[src/logic/exec_slice_pkg.sv]
// Purpose: Shared constants and types for the set, skip, subtract, swap, table-read and XOR execution slice.
// Assumes: One core clock; data memory and program memory sit outside the block.
// Notes: Register indices are word indices on the plain register port.
package exec_slice_pkg;

   // ----------------------------------------
   // Register map and field layout
   // ----------------------------------------
   localparam logic [2:0] REG_WORK = 3'h0;
   localparam logic [2:0] REG_STATUS = 3'h1;
   localparam logic [2:0] REG_TABLE_POINTER = 3'h2;
   localparam logic [2:0] REG_TABLE_HIGH = 3'h3;
   localparam int FLAG_BORROW_OUT = 0;
   localparam int FLAG_HALF_BORROW = 1;
   localparam int FLAG_NULL_RESULT = 2;
   localparam int FLAG_SIGNED_LIMIT = 3;
   localparam logic [7:0] RESET_BYTE = 8'h00;
   localparam logic [7:0] ALL_ONES = 8'hFF;
   localparam logic [7:0] ONE_BYTE = 8'h01;
   localparam logic [8:0] ONE_WIDE = 9'h001;
   localparam logic [4:0] ONE_NIBBLE = 5'h01;

   // ----------------------------------------
   // Operations handled by this slice
   // ----------------------------------------
   typedef enum logic [4:0] {
      OP_NONE = 5'h00,
      OP_SET_BYTE = 5'h01,
      OP_SET_BIT = 5'h02,
      OP_INC_SKIP_ZERO = 5'h03,
      OP_INC_TO_WORK_SKIP_ZERO = 5'h04,
      OP_DEC_TO_WORK_SKIP_NULL = 5'h05,
      OP_SKIP_BIT_HIGH = 5'h06,
      OP_SKIP_NULL_BIT = 5'h07,
      OP_SKIP_NULL_BYTE = 5'h08,
      OP_COPY_SKIP_NULL = 5'h09,
      OP_MINUS_TO_WORK = 5'h0A,
      OP_MINUS_TO_MEMORY = 5'h0B,
      OP_MINUS_IMMEDIATE = 5'h0C,
      OP_NIBBLE_EXCHANGE = 5'h0D,
      OP_NIBBLE_EXCHANGE_TO_WORK = 5'h0E,
      OP_TABLE_READ_CURRENT_PAGE = 5'h0F,
      OP_TABLE_READ_FINAL_PAGE = 5'h10,
      OP_EXCLUSIVE_OR_TO_WORK = 5'h11,
      OP_EXCLUSIVE_OR_TO_MEMORY = 5'h12,
      OP_EXCLUSIVE_OR_IMMEDIATE = 5'h13
   } op_type;

   typedef enum logic [1:0] {
      ST_RUN = 2'h0,
      ST_DUMMY = 2'h1,
      ST_TABLE_FETCH = 2'h2,
      ST_TABLE_LOAD = 2'h3
   } state_type;

   // One issued instruction with its already-read memory operand.
   typedef struct packed {
      op_type op;
      logic [2:0] bit_sel;
      logic [7:0] immediate;
      logic [7:0] mem_data;
   } exec_req_type;

   typedef struct packed {
      logic signed_limit_flag;
      logic null_result_flag;
      logic half_borrow_flag;
      logic borrow_out_flag;
   } flags_type;

endpackage

[src/logic/mcu_exec_set_skip_sub_xor.sv]
// Purpose: Execution datapath for byte/bit set, skip, subtract, nibble swap, table read and XOR.
// Assumes: The issuing pipeline supplies the addressed byte with each request and honours exec_ready.
// Notes: Results leave on registered outputs one edge after the request is taken, except a table read, whose byte is written two edges later still.
//
// The register offsets and the strobed register port are this design's own decisions.
`timescale 1ns/100ps
module mcu_exec_set_skip_sub_xor #(
   parameter int ROM_ADDR_W = 12,
   parameter int ROM_W = 16
) (
   input wire logic clk,
   input wire logic arst_n,
   input wire logic exec_valid,
   input exec_slice_pkg::exec_req_type exec_req,
   output logic exec_ready,
   input wire logic [ROM_ADDR_W-9:0] pc_page,
   output logic mem_wr,
   output logic [7:0] mem_wdata,
   output logic skip_flush,
   output logic rom_rd,
   output logic [ROM_ADDR_W-1:0] rom_addr,
   input wire logic [ROM_W-1:0] rom_rdata,
   input wire logic [2:0] reg_addr,
   input wire logic [7:0] reg_wdata,
   input wire logic reg_wr,
   input wire logic reg_rd,
   output logic [7:0] reg_rdata
);

   // ----------------------------------------
   // Architectural state
   // ----------------------------------------
   exec_slice_pkg::state_type state;
   exec_slice_pkg::flags_type flags;
   logic [7:0] work_register;
   logic [7:0] table_pointer;
   logic [ROM_W-9:0] table_high_latch;
   logic take;
   logic [7:0] next_value;
   logic to_mem;
   logic to_work;
   logic skip;
   logic upd_sub;
   logic upd_null;
   logic is_table;
   exec_slice_pkg::flags_type next_flags;

   // Subtraction as work plus complement plus one; carry out means no borrow.
   function automatic exec_slice_pkg::flags_type minus_flags(input logic [7:0] a, input logic [7:0] b);
      logic [8:0] sum;
      logic [4:0] low;
      exec_slice_pkg::flags_type f;
      sum = {1'b0, a} + {1'b0, ~b} + exec_slice_pkg::ONE_WIDE;
      low = {1'b0, a[3:0]} + {1'b0, ~b[3:0]} + exec_slice_pkg::ONE_NIBBLE;
      f.borrow_out_flag = sum[8];
      f.half_borrow_flag = low[4];
      f.null_result_flag = (sum[7:0] == exec_slice_pkg::RESET_BYTE);
      f.signed_limit_flag = (a[7] ^ b[7]) & (a[7] ^ sum[7]);
      return f;
   endfunction

   function automatic logic [7:0] swap_nibbles(input logic [7:0] v);
      return {v[3:0], v[7:4]};
   endfunction

   // Only a fresh request is taken; table reads and dummy cycles hold the issue side off.
   assign exec_ready = (state == exec_slice_pkg::ST_RUN);
   assign take = exec_valid && exec_ready;
   assign is_table = (exec_req.op == exec_slice_pkg::OP_TABLE_READ_CURRENT_PAGE) ||
                     (exec_req.op == exec_slice_pkg::OP_TABLE_READ_FINAL_PAGE);

   // ----------------------------------------
   // Operation decode and arithmetic
   // ----------------------------------------
   always_comb begin
      next_value = exec_req.mem_data;
      to_mem = 1'b0;
      to_work = 1'b0;
      skip = 1'b0;
      upd_sub = 1'b0;
      upd_null = 1'b0;
      next_flags = minus_flags(work_register, exec_req.mem_data);
      case (exec_req.op)
         exec_slice_pkg::OP_SET_BYTE: begin
            next_value = exec_slice_pkg::ALL_ONES;
            to_mem = 1'b1;
         end
         exec_slice_pkg::OP_SET_BIT: begin
            next_value = exec_req.mem_data | (exec_slice_pkg::ONE_BYTE << exec_req.bit_sel);
            to_mem = 1'b1;
         end
         exec_slice_pkg::OP_INC_SKIP_ZERO: begin
            next_value = exec_req.mem_data + exec_slice_pkg::ONE_BYTE;
            to_mem = 1'b1;
            skip = (next_value == exec_slice_pkg::RESET_BYTE);
         end
         exec_slice_pkg::OP_INC_TO_WORK_SKIP_ZERO: begin
            next_value = exec_req.mem_data + exec_slice_pkg::ONE_BYTE;
            to_work = 1'b1;
            skip = (next_value == exec_slice_pkg::RESET_BYTE);
         end
         exec_slice_pkg::OP_DEC_TO_WORK_SKIP_NULL: begin
            next_value = exec_req.mem_data - exec_slice_pkg::ONE_BYTE;
            to_work = 1'b1;
            skip = (next_value == exec_slice_pkg::RESET_BYTE);
         end
         exec_slice_pkg::OP_SKIP_BIT_HIGH: begin
            skip = exec_req.mem_data[exec_req.bit_sel];
         end
         exec_slice_pkg::OP_SKIP_NULL_BIT: begin
            skip = !exec_req.mem_data[exec_req.bit_sel];
         end
         exec_slice_pkg::OP_SKIP_NULL_BYTE: begin
            skip = (exec_req.mem_data == exec_slice_pkg::RESET_BYTE);
         end
         exec_slice_pkg::OP_COPY_SKIP_NULL: begin
            to_work = 1'b1;
            skip = (exec_req.mem_data == exec_slice_pkg::RESET_BYTE);
         end
         exec_slice_pkg::OP_MINUS_TO_WORK: begin
            next_value = work_register + ~exec_req.mem_data + exec_slice_pkg::ONE_BYTE;
            to_work = 1'b1;
            upd_sub = 1'b1;
         end
         exec_slice_pkg::OP_MINUS_TO_MEMORY: begin
            next_value = work_register + ~exec_req.mem_data + exec_slice_pkg::ONE_BYTE;
            to_mem = 1'b1;
            upd_sub = 1'b1;
         end
         exec_slice_pkg::OP_MINUS_IMMEDIATE: begin
            next_value = work_register + ~exec_req.immediate + exec_slice_pkg::ONE_BYTE;
            next_flags = minus_flags(work_register, exec_req.immediate);
            to_work = 1'b1;
            upd_sub = 1'b1;
         end
         exec_slice_pkg::OP_NIBBLE_EXCHANGE: begin
            next_value = swap_nibbles(exec_req.mem_data);
            to_mem = 1'b1;
         end
         exec_slice_pkg::OP_NIBBLE_EXCHANGE_TO_WORK: begin
            next_value = swap_nibbles(exec_req.mem_data);
            to_work = 1'b1;
         end
         exec_slice_pkg::OP_EXCLUSIVE_OR_TO_WORK: begin
            next_value = work_register ^ exec_req.mem_data;
            to_work = 1'b1;
            upd_null = 1'b1;
         end
         exec_slice_pkg::OP_EXCLUSIVE_OR_TO_MEMORY: begin
            next_value = work_register ^ exec_req.mem_data;
            to_mem = 1'b1;
            upd_null = 1'b1;
         end
         exec_slice_pkg::OP_EXCLUSIVE_OR_IMMEDIATE: begin
            next_value = work_register ^ exec_req.immediate;
            to_work = 1'b1;
            upd_null = 1'b1;
         end
         default: begin
            next_value = exec_req.mem_data;
         end
      endcase
   end

   // ----------------------------------------
   // Sequencing: dummy cycle and table fetch
   // ----------------------------------------
   // A met skip costs exactly one extra cycle, during which the prefetched word is thrown away.
   always_ff @(posedge clk or negedge arst_n) begin
      if (!arst_n) begin
         state <= exec_slice_pkg::ST_RUN;
      end else begin
         case (state)
            exec_slice_pkg::ST_RUN: begin
               if (take && is_table) begin
                  state <= exec_slice_pkg::ST_TABLE_FETCH;
               end else if (take && skip) begin
                  state <= exec_slice_pkg::ST_DUMMY;
               end
            end
            exec_slice_pkg::ST_TABLE_FETCH: begin
               state <= exec_slice_pkg::ST_TABLE_LOAD;
            end
            default: begin
               state <= exec_slice_pkg::ST_RUN;
            end
         endcase
      end
   end

   // The flush pulse stands for the dummy cycle only.
   always_ff @(posedge clk or negedge arst_n) begin
      if (!arst_n) begin
         skip_flush <= 1'b0;
      end else begin
         skip_flush <= take && skip && !is_table;
      end
   end

   // Program memory address: current page from the counter, or the last page (all ones).
   always_ff @(posedge clk or negedge arst_n) begin
      if (!arst_n) begin
         rom_rd <= 1'b0;
         rom_addr <= '0;
      end else begin
         rom_rd <= take && is_table;
         if (take && exec_req.op == exec_slice_pkg::OP_TABLE_READ_CURRENT_PAGE) begin
            rom_addr <= {pc_page, table_pointer};
         end else if (take && exec_req.op == exec_slice_pkg::OP_TABLE_READ_FINAL_PAGE) begin
            rom_addr <= {{(ROM_ADDR_W-8){1'b1}}, table_pointer};
         end
      end
   end

   // ----------------------------------------
   // Data memory write port
   // ----------------------------------------
   always_ff @(posedge clk or negedge arst_n) begin
      if (!arst_n) begin
         mem_wr <= 1'b0;
         mem_wdata <= exec_slice_pkg::RESET_BYTE;
      end else if (state == exec_slice_pkg::ST_TABLE_LOAD) begin
         mem_wr <= 1'b1;
         mem_wdata <= rom_rdata[7:0];
      end else begin
         mem_wr <= take && to_mem;
         if (take && to_mem) begin
            mem_wdata <= next_value;
         end
      end
   end

   // The high part of the fetched word lands in its latch in the same edge as the low byte write.
   always_ff @(posedge clk or negedge arst_n) begin
      if (!arst_n) begin
         table_high_latch <= '0;
      end else if (state == exec_slice_pkg::ST_TABLE_LOAD) begin
         table_high_latch <= rom_rdata[ROM_W-1:8];
      end
   end

   // ----------------------------------------
   // Work register, flags and table pointer
   // ----------------------------------------
   // An instruction result wins over a register write in the same cycle.
   always_ff @(posedge clk or negedge arst_n) begin
      if (!arst_n) begin
         work_register <= exec_slice_pkg::RESET_BYTE;
      end else if (take && to_work) begin
         work_register <= next_value;
      end else if (reg_wr && reg_addr == exec_slice_pkg::REG_WORK) begin
         work_register <= reg_wdata;
      end
   end

   // Only subtraction and XOR touch flags; every other operation leaves them as they were.
   always_ff @(posedge clk or negedge arst_n) begin
      if (!arst_n) begin
         flags <= '0;
      end else if (take && upd_sub) begin
         flags <= next_flags;
      end else if (take && upd_null) begin
         flags.null_result_flag <= (next_value == exec_slice_pkg::RESET_BYTE);
      end else if (reg_wr && reg_addr == exec_slice_pkg::REG_STATUS) begin
         flags.borrow_out_flag <= reg_wdata[exec_slice_pkg::FLAG_BORROW_OUT];
         flags.half_borrow_flag <= reg_wdata[exec_slice_pkg::FLAG_HALF_BORROW];
         flags.null_result_flag <= reg_wdata[exec_slice_pkg::FLAG_NULL_RESULT];
         flags.signed_limit_flag <= reg_wdata[exec_slice_pkg::FLAG_SIGNED_LIMIT];
      end
   end

   always_ff @(posedge clk or negedge arst_n) begin
      if (!arst_n) begin
         table_pointer <= exec_slice_pkg::RESET_BYTE;
      end else if (reg_wr && reg_addr == exec_slice_pkg::REG_TABLE_POINTER) begin
         table_pointer <= reg_wdata;
      end
   end

   // ----------------------------------------
   // Register read port
   // ----------------------------------------
   // Read data stand only in the cycle after the strobe; unmapped indices read zero.
   always_ff @(posedge clk or negedge arst_n) begin
      if (!arst_n) begin
         reg_rdata <= exec_slice_pkg::RESET_BYTE;
      end else if (reg_rd) begin
         case (reg_addr)
            exec_slice_pkg::REG_WORK: reg_rdata <= work_register;
            exec_slice_pkg::REG_STATUS: reg_rdata <= {4'h0, flags};
            exec_slice_pkg::REG_TABLE_POINTER: reg_rdata <= table_pointer;
            exec_slice_pkg::REG_TABLE_HIGH: reg_rdata <= 8'(table_high_latch);
            default: reg_rdata <= exec_slice_pkg::RESET_BYTE;
         endcase
      end else begin
         reg_rdata <= exec_slice_pkg::RESET_BYTE;
      end
   end
endmodule

[config.mk]
export PLATFORM = sky130hd
export DESIGN_NAME = mcu_exec_set_skip_sub_xor
export DESIGN_NICKNAME = d
export VERILOG_FILES = /design/src/logic/exec_slice_pkg.sv /design/src/logic/mcu_exec_set_skip_sub_xor.sv
export SDC_FILE = /design/constraint.sdc
export NUM_CORES = 1
export LEC_CHECK = 0
export BUFFER_PORTS_ARGS = -buffer_cell sky130_fd_sc_hd__buf_2
export CAP_MARGIN = 30
export CORE_MARGIN = 5
export CORE_UTILIZATION = 44
export DETAILED_ROUTE_END_ITERATION = 7
export PLACE_DENSITY_LB_ADDON = 0.1
export SKIP_CTS_REPAIR_TIMING = 1
export SKIP_LAST_GASP = 1
export SLEW_MARGIN = 40
export SYNTH_ARGS = -nofsm -noshare
export SYNTH_HDL_FRONTEND = slang
export SYNTH_SLANG_ARGS = --single-unit
[constraint.sdc]
create_clock -name clk -period 6.75 [get_ports clk]
set_input_delay 0.675 -clock clk [delete_from_list [all_inputs] [get_ports clk]]
set_output_delay 0.675 -clock clk [all_outputs]
set_load 0.05 [all_outputs]
# ---- Yosys cells after proc, flatten, opt, wreduce, memory -nomap -nowiden
# Cells that the tools add are included.
dict set report classes {
  shift 1
  reduce_logical 39
  addsub 14
  multipliers 0
  n_mux 26
  eq_ne 26
  div_mod_pow 0
  bitwise 13
  n_lt_le_gt_ge 1
}
# cell n
set ops {}
lappend ops {{one-hot mux 8 bit (9 select lines)} 1}
lappend ops {{zero test 8 bit} 6}
lappend ops {{== test 5 x 4 -> 1 bit, second input constant} 8}
lappend ops {{2-to-1 mux 8 bit} 5}
lappend ops {{one-hot mux 8 bit (4 select lines)} 1}
lappend ops {{adder 8 x 1 -> 8 bit, second input constant} 3}
lappend ops {{2-to-1 mux 12 bit} 2}
lappend ops {{== test 5 x 3 -> 1 bit, second input constant} 4}
lappend ops {{== test 5 bit, second input constant} 4}
lappend ops {{adder 8 x 8 -> 9 bit} 2}
lappend ops {{adder 9 x 1 -> 9 bit, second input constant} 2}
lappend ops {{adder 8 bit} 2}
lappend ops {{NOT 8 bit} 2}
lappend ops {{XOR 8 bit} 2}
lappend ops {{logical AND 1 bit} 13}
lappend ops {{2-to-1 mux 4 bit} 3}
lappend ops {{adder 4 x 4 -> 5 bit} 2}
lappend ops {{adder 5 x 1 -> 5 bit, second input constant} 2}
lappend ops {{== test 5 x 2 -> 1 bit, second input constant} 2}
lappend ops {{OR reduction 2 bit} 5}
lappend ops {{2-to-1 mux 1 bit} 8}
lappend ops {{NOT 4 bit} 2}
lappend ops {{OR 8 bit} 1}
lappend ops {{nonzero test 2 bit} 4}
lappend ops {{other kinds (24)} 34}
dict set report word_totals {
  mem_count 0
  mem_bits_ro 0
  in_bits 60
  latch_bits 0
  ff_bits 61
  ramBits 0
}

# ---- Longest topological paths before layout
# Gate-level depths: netlist (run 1).
dict set report logic_depth {
  depth_word 8
  ltp_mapped 12
  depth_no_buf 12
}

# ---- Least setup slack after synthesis (run 1)
# OpenSTA, ideal clock, no wires.
dict set report synth_timing {
  kind {input to register}
  start {in exec_req[1] in the netlist's numbering}
  end {reg flags[2] in the netlist's numbering}
  setup_ps 92
  t_arrival_ps 3046
  cell_stages 11
  setup_slack_ps 3612
  path_cell_list {clkbuf_1 inv_1 fa_1 a211oi_1 nor2_1 xor2_1 a221oi_1 nand3_1 o221ai_1 nand2_1 o31ai_2}
}
dict set report synth_via {
  elab_chain_len 7
  elab_cells_between_ends 15
}
# element line_no
set synth_rtl {}
lappend synth_rtl {{from (decl)} mcu_exec_set_skip_sub_xor.sv:14} ;# input exec_slice_pkg::exec_req_type exec_req,
lappend synth_rtl {{NOT 8 bit} {mcu_exec_set_skip_sub_xor.sv:53, mcu_exec_set_skip_sub_xor.sv:121, mcu_exec_set_skip_sub_xor.sv:126}}
lappend synth_rtl {{adder 8 bit} {mcu_exec_set_skip_sub_xor.sv:121, mcu_exec_set_skip_sub_xor.sv:126}}
lappend synth_rtl {{adder 8 x 1 -> 8 bit} {mcu_exec_set_skip_sub_xor.sv:121, mcu_exec_set_skip_sub_xor.sv:126}}
lappend synth_rtl {{one-hot mux 8 bit (9 select lines)} mcu_exec_set_skip_sub_xor.sv:83} ;# case (exec_req.op)
lappend synth_rtl {{zero test 8 bit} mcu_exec_set_skip_sub_xor.sv:263} ;# flags.null_result_flag <= (next_value == exec_slice_pkg::RESET_BYTE);
lappend synth_rtl {{2-to-1 mux 1 bit} mcu_exec_set_skip_sub_xor.sv:262} ;# end else if (take && upd_null) begin
lappend synth_rtl {{2-to-1 mux 4 bit *} mcu_exec_set_skip_sub_xor.sv:260} ;# end else if (take && upd_sub) begin
lappend synth_rtl {{to (signal assigned)} mcu_exec_set_skip_sub_xor.sv:261} ;# flags <= next_flags;
lappend synth_rtl {{to (decl)} mcu_exec_set_skip_sub_xor.sv:34} ;# exec_slice_pkg::flags_type flags;
# Every way passes the cells marked *; elsewhere a longest branch is shown, timed or not.
# A chain may end at the register's enable or synchronous reset.

# ---- Worst setup path in the final report (run 1)
dict set report layout_timing {
  start {in exec_req[0] in the netlist's numbering}
  end {reg flags[2] in the netlist's numbering}
}
# The elaborated chain is that of the path after synthesis.

==> summary.md, run 1 <==
Ratio of cells with drive above 1 in the final layout: 22.95%. The critical path in this run is classified as in -> reg. The cell area that synthesis handed to floorplanning was 4893 µm².

Register bit count reported by yosys: 61. Average footprint of a synthesized cell: 8.630 µm². The run finished with clean final reports. The number of setup violations in the final report is 0. Of the post-synthesis cell area, the dominant cell type holds 31.19%. Power comes to 2.109 mW. For the worst flop-to-flop path, the logic depth is 12. Entering global routing, the biggest net connects 62 pins. Total of buffers placed on input and output ports: 91. The area enclosed by the die boundary is 13,330 µm², and the met3 track utilization from global routing is 4.073%. The cell with the most instances after synthesis is sky130_fd_sc_hd__dfrtp_1. Prior to clock tree synthesis, the placed netlist has a worst setup slack of 3162 ps. After detailed routing, the number of remaining DRC violations is 0.

The cell with the largest stage delay on the worst path is sky130_fd_sc_hd__a211oi_1. After detailed routing, the average wire length per cell comes to 21.18 µm. After layout, the worst setup slack is 3437 ps.

Endpoint of the worst-slack reg-to-reg timing path: flags[2]. The number of nets handed over by synthesis was 651. The tools report the placer congestion estimate as 0.9212.

The kind of start point of the critical path was an input port. The tools report the global-route usage over all layers as 25.14%. The tools report the via count of the first global-routing pass as 4,717. Worst hold path class: in -> async. TritonCTS built the clock tree. At the pin with the least slew margin, the transition time is 819.6 ps. The share of the Yosys chip area taken by registers is 31.19%. For this run the aggregate overflow at the end of global routing stands at 0. The peak-usage layer in the global routing report is met2.

The highest net fanout along the worst path is 17. The run gives 724 as the total number of nets in the final design. The leading area contributor after synthesis was sky130_fd_sc_hd__dfrtp_1.

The number of antenna violations at the first check in global routing was 0. For the worst setup path, the data required time is 6990 ps. The most frequently used flop master after synthesis was sky130_fd_sc_hd__dfrtp_1.

The die outline width was 115.5 µm. Counting flops with an async set or reset pin after synthesis yields a share of 100.0%. For the final database, setup skew stands at 11.14 ps. The total of max-cap violations was 0.

Diode insertion count for antenna repair: 0. By area the synthesized netlist is led by sky130_fd_sc_hd__dfrtp_1, sky130_fd_sc_hd__mux2_2, sky130_fd_sc_hd__ha_1. The number of clock buffers added by TritonCTS is 9. Global routing used 43.63% of the available met2 tracks. The run gives 25,760 µm as the first-pass GRT wire length.

The logs give 2.520 nW for the leakage power figure and 4,736 for the via count of the routed design. The capturing element of the worst setup path was flags[2]. The worst slack on hold paths was 395.2 ps; the peak per-stage delay on the critical path was 410 ps. STA classifies the critical path endpoint as a flop. The routed design has 16,630 µm of wire. The area added between synthesis and finish came out at 14.83%.

Subtracting the final worst setup slack from the clock period gives 3313 ps. The vertical die dimension is 115.5 µm, and the HPWL after detailed placement is 13,140 µm. The number of warning messages in the yosys log was 0; the peak supply drop was 244.7 µV. The count of routing violations after the opening detailed-route iteration is 367, and the area inside the core boundary is 10,890 µm².

The tools report the first element of the critical path as exec_req[0]. In the global route stage, met1 resource usage came out at 31.35%. Setup repair after global routing left no endpoint under its margin. Clock tree synthesis selected as its root buffer the cell sky130_fd_sc_hd__clkbuf_8. The CTS clock-pin slew for the worst setup and hold paths was 70 ps; the relative max-transition margin was 45.36%. The logs give 44.94% for the initial standard-cell utilization of the core and 567 for the synthesized netlist cell count.

The deepest clock path buffer count is 2. The achievable frequency is 301.9 MHz. The total number of clock tree sinks was 61. The signal on the critical path passes through buf_2 > ha_1 > inv_1 > fa_1 > a211oi_1 > nor2_1 > xor2_1 > a221oi_1 > nand3_1 > o221ai_1 > nand2_1 > o31ai_2. The detailed-router iteration count before antenna repair is 5, and the power density relative to cell area is 375.3 nW/µm².

The number of I/O pins came out at 92. The number of enable-type register cells in the synthesized netlist is 0, and the H-tree level count is 3. In this run, distinct cell masters in the synthesized netlist total 71. In this run the critical register-to-register path is launched from work_register[0]. The max-slew violation count is 0, and the number of hold violations in the final report is 0.

Clock insertion delay at the later pin of the skew report: 340 ps. The run gives 0 ps as the final-layout setup total negative slack. The setup slack on the worst flop-to-flop path came out at 3480 ps.

After synthesis, the most frequently instantiated cells are sky130_fd_sc_hd__dfrtp_1, sky130_fd_sc_hd__nand2_1, sky130_fd_sc_hd__nor2_1. The detailed-route vias per instance is 6.033. The period utilization was 49.08%; the antenna violation net count after detailed routing was 0. The floorplan has 38 rows.

Data on the critical path arrives at its endpoint at 3550 ps.
[layout make-up]
cell class,count,area [µm²]
fillers,1090,5269
multi-input cells,447,3131
flip-flops and latches,61,1526
repair buffers,92,466.7
well taps,140,175.2
clock buffers,13,168.9
inverters,29,108.9
clock inverters,3,42.54
[where the power goes]
group          leakage [nW]  switching, mW  internal (mW)
registers             0.772          0.133          0.501
logic                  1.64          0.717          0.415
clock network         0.106          0.143          0.200
[registers in the layout (all words and copies together), names as in the netlist]
register,cells
flags,4
rom_rd,1
mem_wr,1
mem_wdata,8
skip_flush,1
state,2
work_register,8
reg_rdata,8
table_pointer,8
table_high_latch,8
rom_addr,12
[through the flow]
step	cell area, µm²	utilization (%)	cells
3_3_place_gp	5390	49.51	769
4_1_cts	5612	51.54	785
3_5_place_dp	5400	49.60	769
2_1_floorplan	4893	-	567
5_1_grt	5619	51.61	785
6_report	5619	51.61	785
[routing by layer]
layer	wire length [µm]	share of wire, %
met1	7128	43
met2	8180	49
met3	804	4.8
met4	512	3.1
met5	0	0
[cell usage in the layout, fill, tap and decap left out, drive strengths merged, types with 5 or more instances in the layout]
| cell | netlist | final |
|---|---|---|
| inv | 29 | 29 |
| mux2i | 12 | 12 |
| a21oi | 18 | 18 |
| ha | 22 | 22 |
| and2 | 8 | 8 |
| o21ai | 48 | 48 |
| o21a | 6 | 6 |
| nand2b | 9 | 9 |
| clkbuf | 13 | 13 |
| xor2 | 8 | 8 |
| a221oi | 5 | 5 |
| nand2 | 54 | 54 |
| nor2b | 8 | 8 |
| o2bb2ai | 5 | 5 |
| nand4 | 7 | 7 |
| dfrtp | 61 | 61 |
| a211oi | 7 | 7 |
| nor2 | 45 | 45 |
| a22oi | 14 | 14 |
| o22a | 7 | 7 |
| nand3 | 15 | 15 |
| xnor2 | 15 | 15 |
| a31oi | 11 | 11 |
| o22ai | 9 | 9 |
| mux2 | 26 | 26 |
| nor3b | 9 | 9 |
| buf | 17 | 92 |
| nor3 | 15 | 15 |
[worst min-delay path by stage]
stage                            from          end  slack (ps)  depth (start not counted)
after global placement    rom_addr[4]  rom_addr[4]         460                          2
after CTS                 rom_addr[2]  rom_addr[2]         480                          2
after global routing           arst_n  rom_addr[3]         440                          2
after detailed placement  rom_addr[2]  rom_addr[2]         460                          2
final                          arst_n  rom_addr[3]         400                          2
after floorplan                arst_n     flags[0]         380                          0
[cell families (layout without fill, tap and decap cells)]
group	Yosys count	after routing	synth area share, %
XOR/XNOR	23	23	4.117
flip-flops	61	61	31.19
buffers and inverters	59	137	5.216
adder cells (fa/ha/maj)	24	24	6.443
multiplexers	41	41	9.818
AND/OR/NAND/NOR	192	192	19.76
AO/OA/AOI/OAI	167	167	23.45
[critical path, delay by kind of cell]
| family | cells | cell delay (ps) |
|---|---|---|
| AO/OA/AOI/OAI | 4 | 1360 |
| adder cells (fa/ha/maj) | 2 | 610 |
| AND/OR/NAND/NOR | 3 | 390 |
| buffers and inverters | 2 | 340 |
| XOR/XNOR | 1 | 170 |
Power figures use the tool's default switching activity.
==> run 2: changes to the inputs <==
==> constraint.sdc (replaced) <==
create_clock -name clk -period 2.66 [get_ports clk]
set_input_delay 0.266 -clock clk [delete_from_list [all_inputs] [get_ports clk]]
set_output_delay 0.266 -clock clk [all_outputs]
set_load 0.05 [all_outputs]
==> summary.md, run 2 (same netlist as run 1, synthesis figures left out) <==
The register containing the most flip-flops in the final layout was rom_addr. CTS clock-pin slew for the worst setup and hold paths: 80 ps (about the same). Power density relative to cell area: 953.1 nW/µm² (+150%).

On the critical path, the stage with the largest delay is an instance of sky130_fd_sc_hd__dfrtp_1. The run gives 0 (unchanged) as the diode insertion count for antenna repair. The tools report the first-pass GRT wire length as 27,080 µm (+5.1%). The H-tree level count was 3 (unchanged). The global-route usage over all layers is 26.40% (+1.3 points).

The tools report the peak supply drop as 568.6 µV (+130%). Worst setup path category: reg -> reg. Most common cell after layout, fill and taps aside: sky130_fd_sc_hd__buf_2. The arrival time reported for the critical path endpoint was 2900 ps (-650 ps).

The detailed-route vias per instance was 5.961 (-1.2%); the sequential cell area in the final layout was 1530 µm² (+0.25%). Kind of end point of the critical path: a flop. The setup slack on the worst flop-to-flop path is 30 ps (-3450 ps), and the total CTS buffers is 9 (unchanged). Walking the worst path, the cells encountered are inv_2 > ha_1 > inv_1 > fa_2 > a211o_1 > o21ai_2 > xnor2_2 > a221oi_2 > buf_4 > nand4_1 > o221ai_2 > nand2_1 > o31ai_2.

The die outline width was 115.5 µm (unchanged); the worst setup slack after layout was 26.18 ps (-3411 ps). For the area occupied by multi-input gates, the log shows 3231 µm² (+3.2%). The worst setup path is launched from a flop. The logs give 13,330 µm² (unchanged) for the area enclosed by the die boundary and 784 (+8.3%) for the total number of nets in the final design.

The tree is rooted in a sky130_fd_sc_hd__clkbuf_8. The logs give 38 (unchanged) for the placement row count and 0 ps (unchanged) for the final-layout setup total negative slack. The overall power of the completed layout is 5.866 mW (+180%).

The via count of the routed design is 5,037 (+6.4%). The number of antenna violations at the first check in global routing is 0 (unchanged), and the required time of the critical path is 2920 ps (-4070 ps). The run gives 92 (unchanged) as the number of I/O pins. The tools report the overall routed net length as 17,550 µm (+5.6%). The area inside the core boundary came out at 10,890 µm² (unchanged). The maximum number of pins on one net before global-route repair came out at 62 (unchanged).

Setup repair after global routing could not meet its margin everywhere. The count of routing violations after the opening detailed-route iteration came out at 409 (+11%). The combined buffer and inverter count along the critical path is 3 (+1), and the number of cells in the finished layout apart from fillers is 845 (+7.6%). The run gives 0 (unchanged) as the total of max-cap violations. The tools report the via count of the first global-routing pass as 4,886 (+3.6%). The checks that failed: hold timing. The number of setup violations in the final report came out at 0 (unchanged). The flip-flop count of the largest register after layout was 12 (unchanged); the final clock skew was 12.00 ps (+0.8558 ps).

The cell area after placement was 5781 µm² (+7.0%). The tools report the number of instances in the placed design as 821 (+6.8%). The smallest clock period supported by the final layout is computed as 2634 ps. The run gives 5 (unchanged) as the detailed-router iteration count before antenna repair.

The tools report the antenna violation net count after detailed routing as 0 (unchanged). The top cell family by delay on the critical path was compound AO/OA/AOI/OAI gates. The total of buffers placed on input and output ports works out to 91 (unchanged). The highest net fanout along the worst path came out at 4 (-13). The tools report the worst slack on hold paths as -0.2980 ps (-395.5 ps). The flow ran to the end, but the final reports show violations. Peak per-stage delay on the critical path: 390 ps (-20 ps).

Final instance area: 6155 µm² (+9.5%). The number of hold violations in the final report came out at 1 (+1). The tools report the relative max-transition margin as 48.46% (+3.1 points). The leakage power figure was 2.805 nW (+11%); the period utilization was 99.02%. The run gives 61 (unchanged) as the total number of clock tree sinks.

The worst hold path belongs to the class in -> async. The deepest clock path buffer count was 2 (unchanged); the core utilization of the finished layout was 56.53% (+4.9 points). The clock insertion delay at the later pin of the skew report came out at 340 ps (about the same). The initial standard-cell utilization of the core is 44.94% (unchanged), and the global route total overflow is 0 (unchanged). The HPWL after detailed placement is 13,850 µm (+5.4%), and the max-slew violation count is 0 (unchanged). The tools report the pre-CTS setup slack as -143.1 ps (-3305 ps). The fill cell total of the finished layout is 1,046 (-4.0%). The routed length per placed instance was 20.77 µm (-1.9%); the ratio of cells with drive above 1 in the final layout was 32.48% (+9.5 points). The achievable frequency is 379.7 MHz, and the vertical die dimension is 115.5 µm (unchanged). In the layout the commonest cells are sky130_fd_sc_hd__buf_2, sky130_fd_sc_hd__buf_4, sky130_fd_sc_hd__dfrtp_1, sky130_fd_sc_hd__nand2_1, sky130_fd_sc_hd__nor2_1. TritonCTS built the clock tree. The area added between synthesis and finish was 25.77%.

The placer congestion estimate is 0.9560 (+3.8%), and the transition at the pin with the smallest max-transition slack is 773.1 ps (-46.45 ps). For the total DRC errors in the routed layout, the log shows 0 (unchanged).
run 2: layer usage:
layer  global-route usage [%]  vias to the layer above  part of all wire [%]
met2                    43.36                      208                    48
met5                        0                        -                     0
met3                    4.073                       37                   6.4
li1                         -                     2361                     -
met1                    35.22                     2431                    42
met4                    9.937                        0                   3.3
run 2: final cells by class:
type,count,share of cell area (%)
Clock buffer,12,2.358
Clock inverter,4,0.7725
Tap cell,140,2.846
Timing Repair Buffer,152,14.90
Inverter,29,1.769
Multi-Input combinational cell,447,52.49
Sequential cell,61,24.86
run 2: report_power, final:
group          switching, mW  internal, mW
Clock                  0.373         0.456
Sequential             0.301          1.28
Combinational           2.06          1.40
Total                   2.74          3.13
run 2: worst register-to-register path: cells and delay by family, from the launching register on:
kind,cells,cell delay [ps]
compound gates,5,1070
xor+xnor,1,120
fa+ha+maj,2,490
buf+inv,3,330
flops,1,390
simple gates,2,180
run 2: worst paths after layout:
kind                                   from                to  cells past startpoint
max in group asynchronous            arst_n  work_register[2]                      2
min reg2reg                     rom_addr[7]       rom_addr[7]                      2
min                                  arst_n       rom_addr[6]                      2
max reg2reg                work_register[0]          flags[2]                     13
max                        work_register[0]          flags[2]                     13
min in group clk                 pc_page[3]      rom_addr[11]                      2
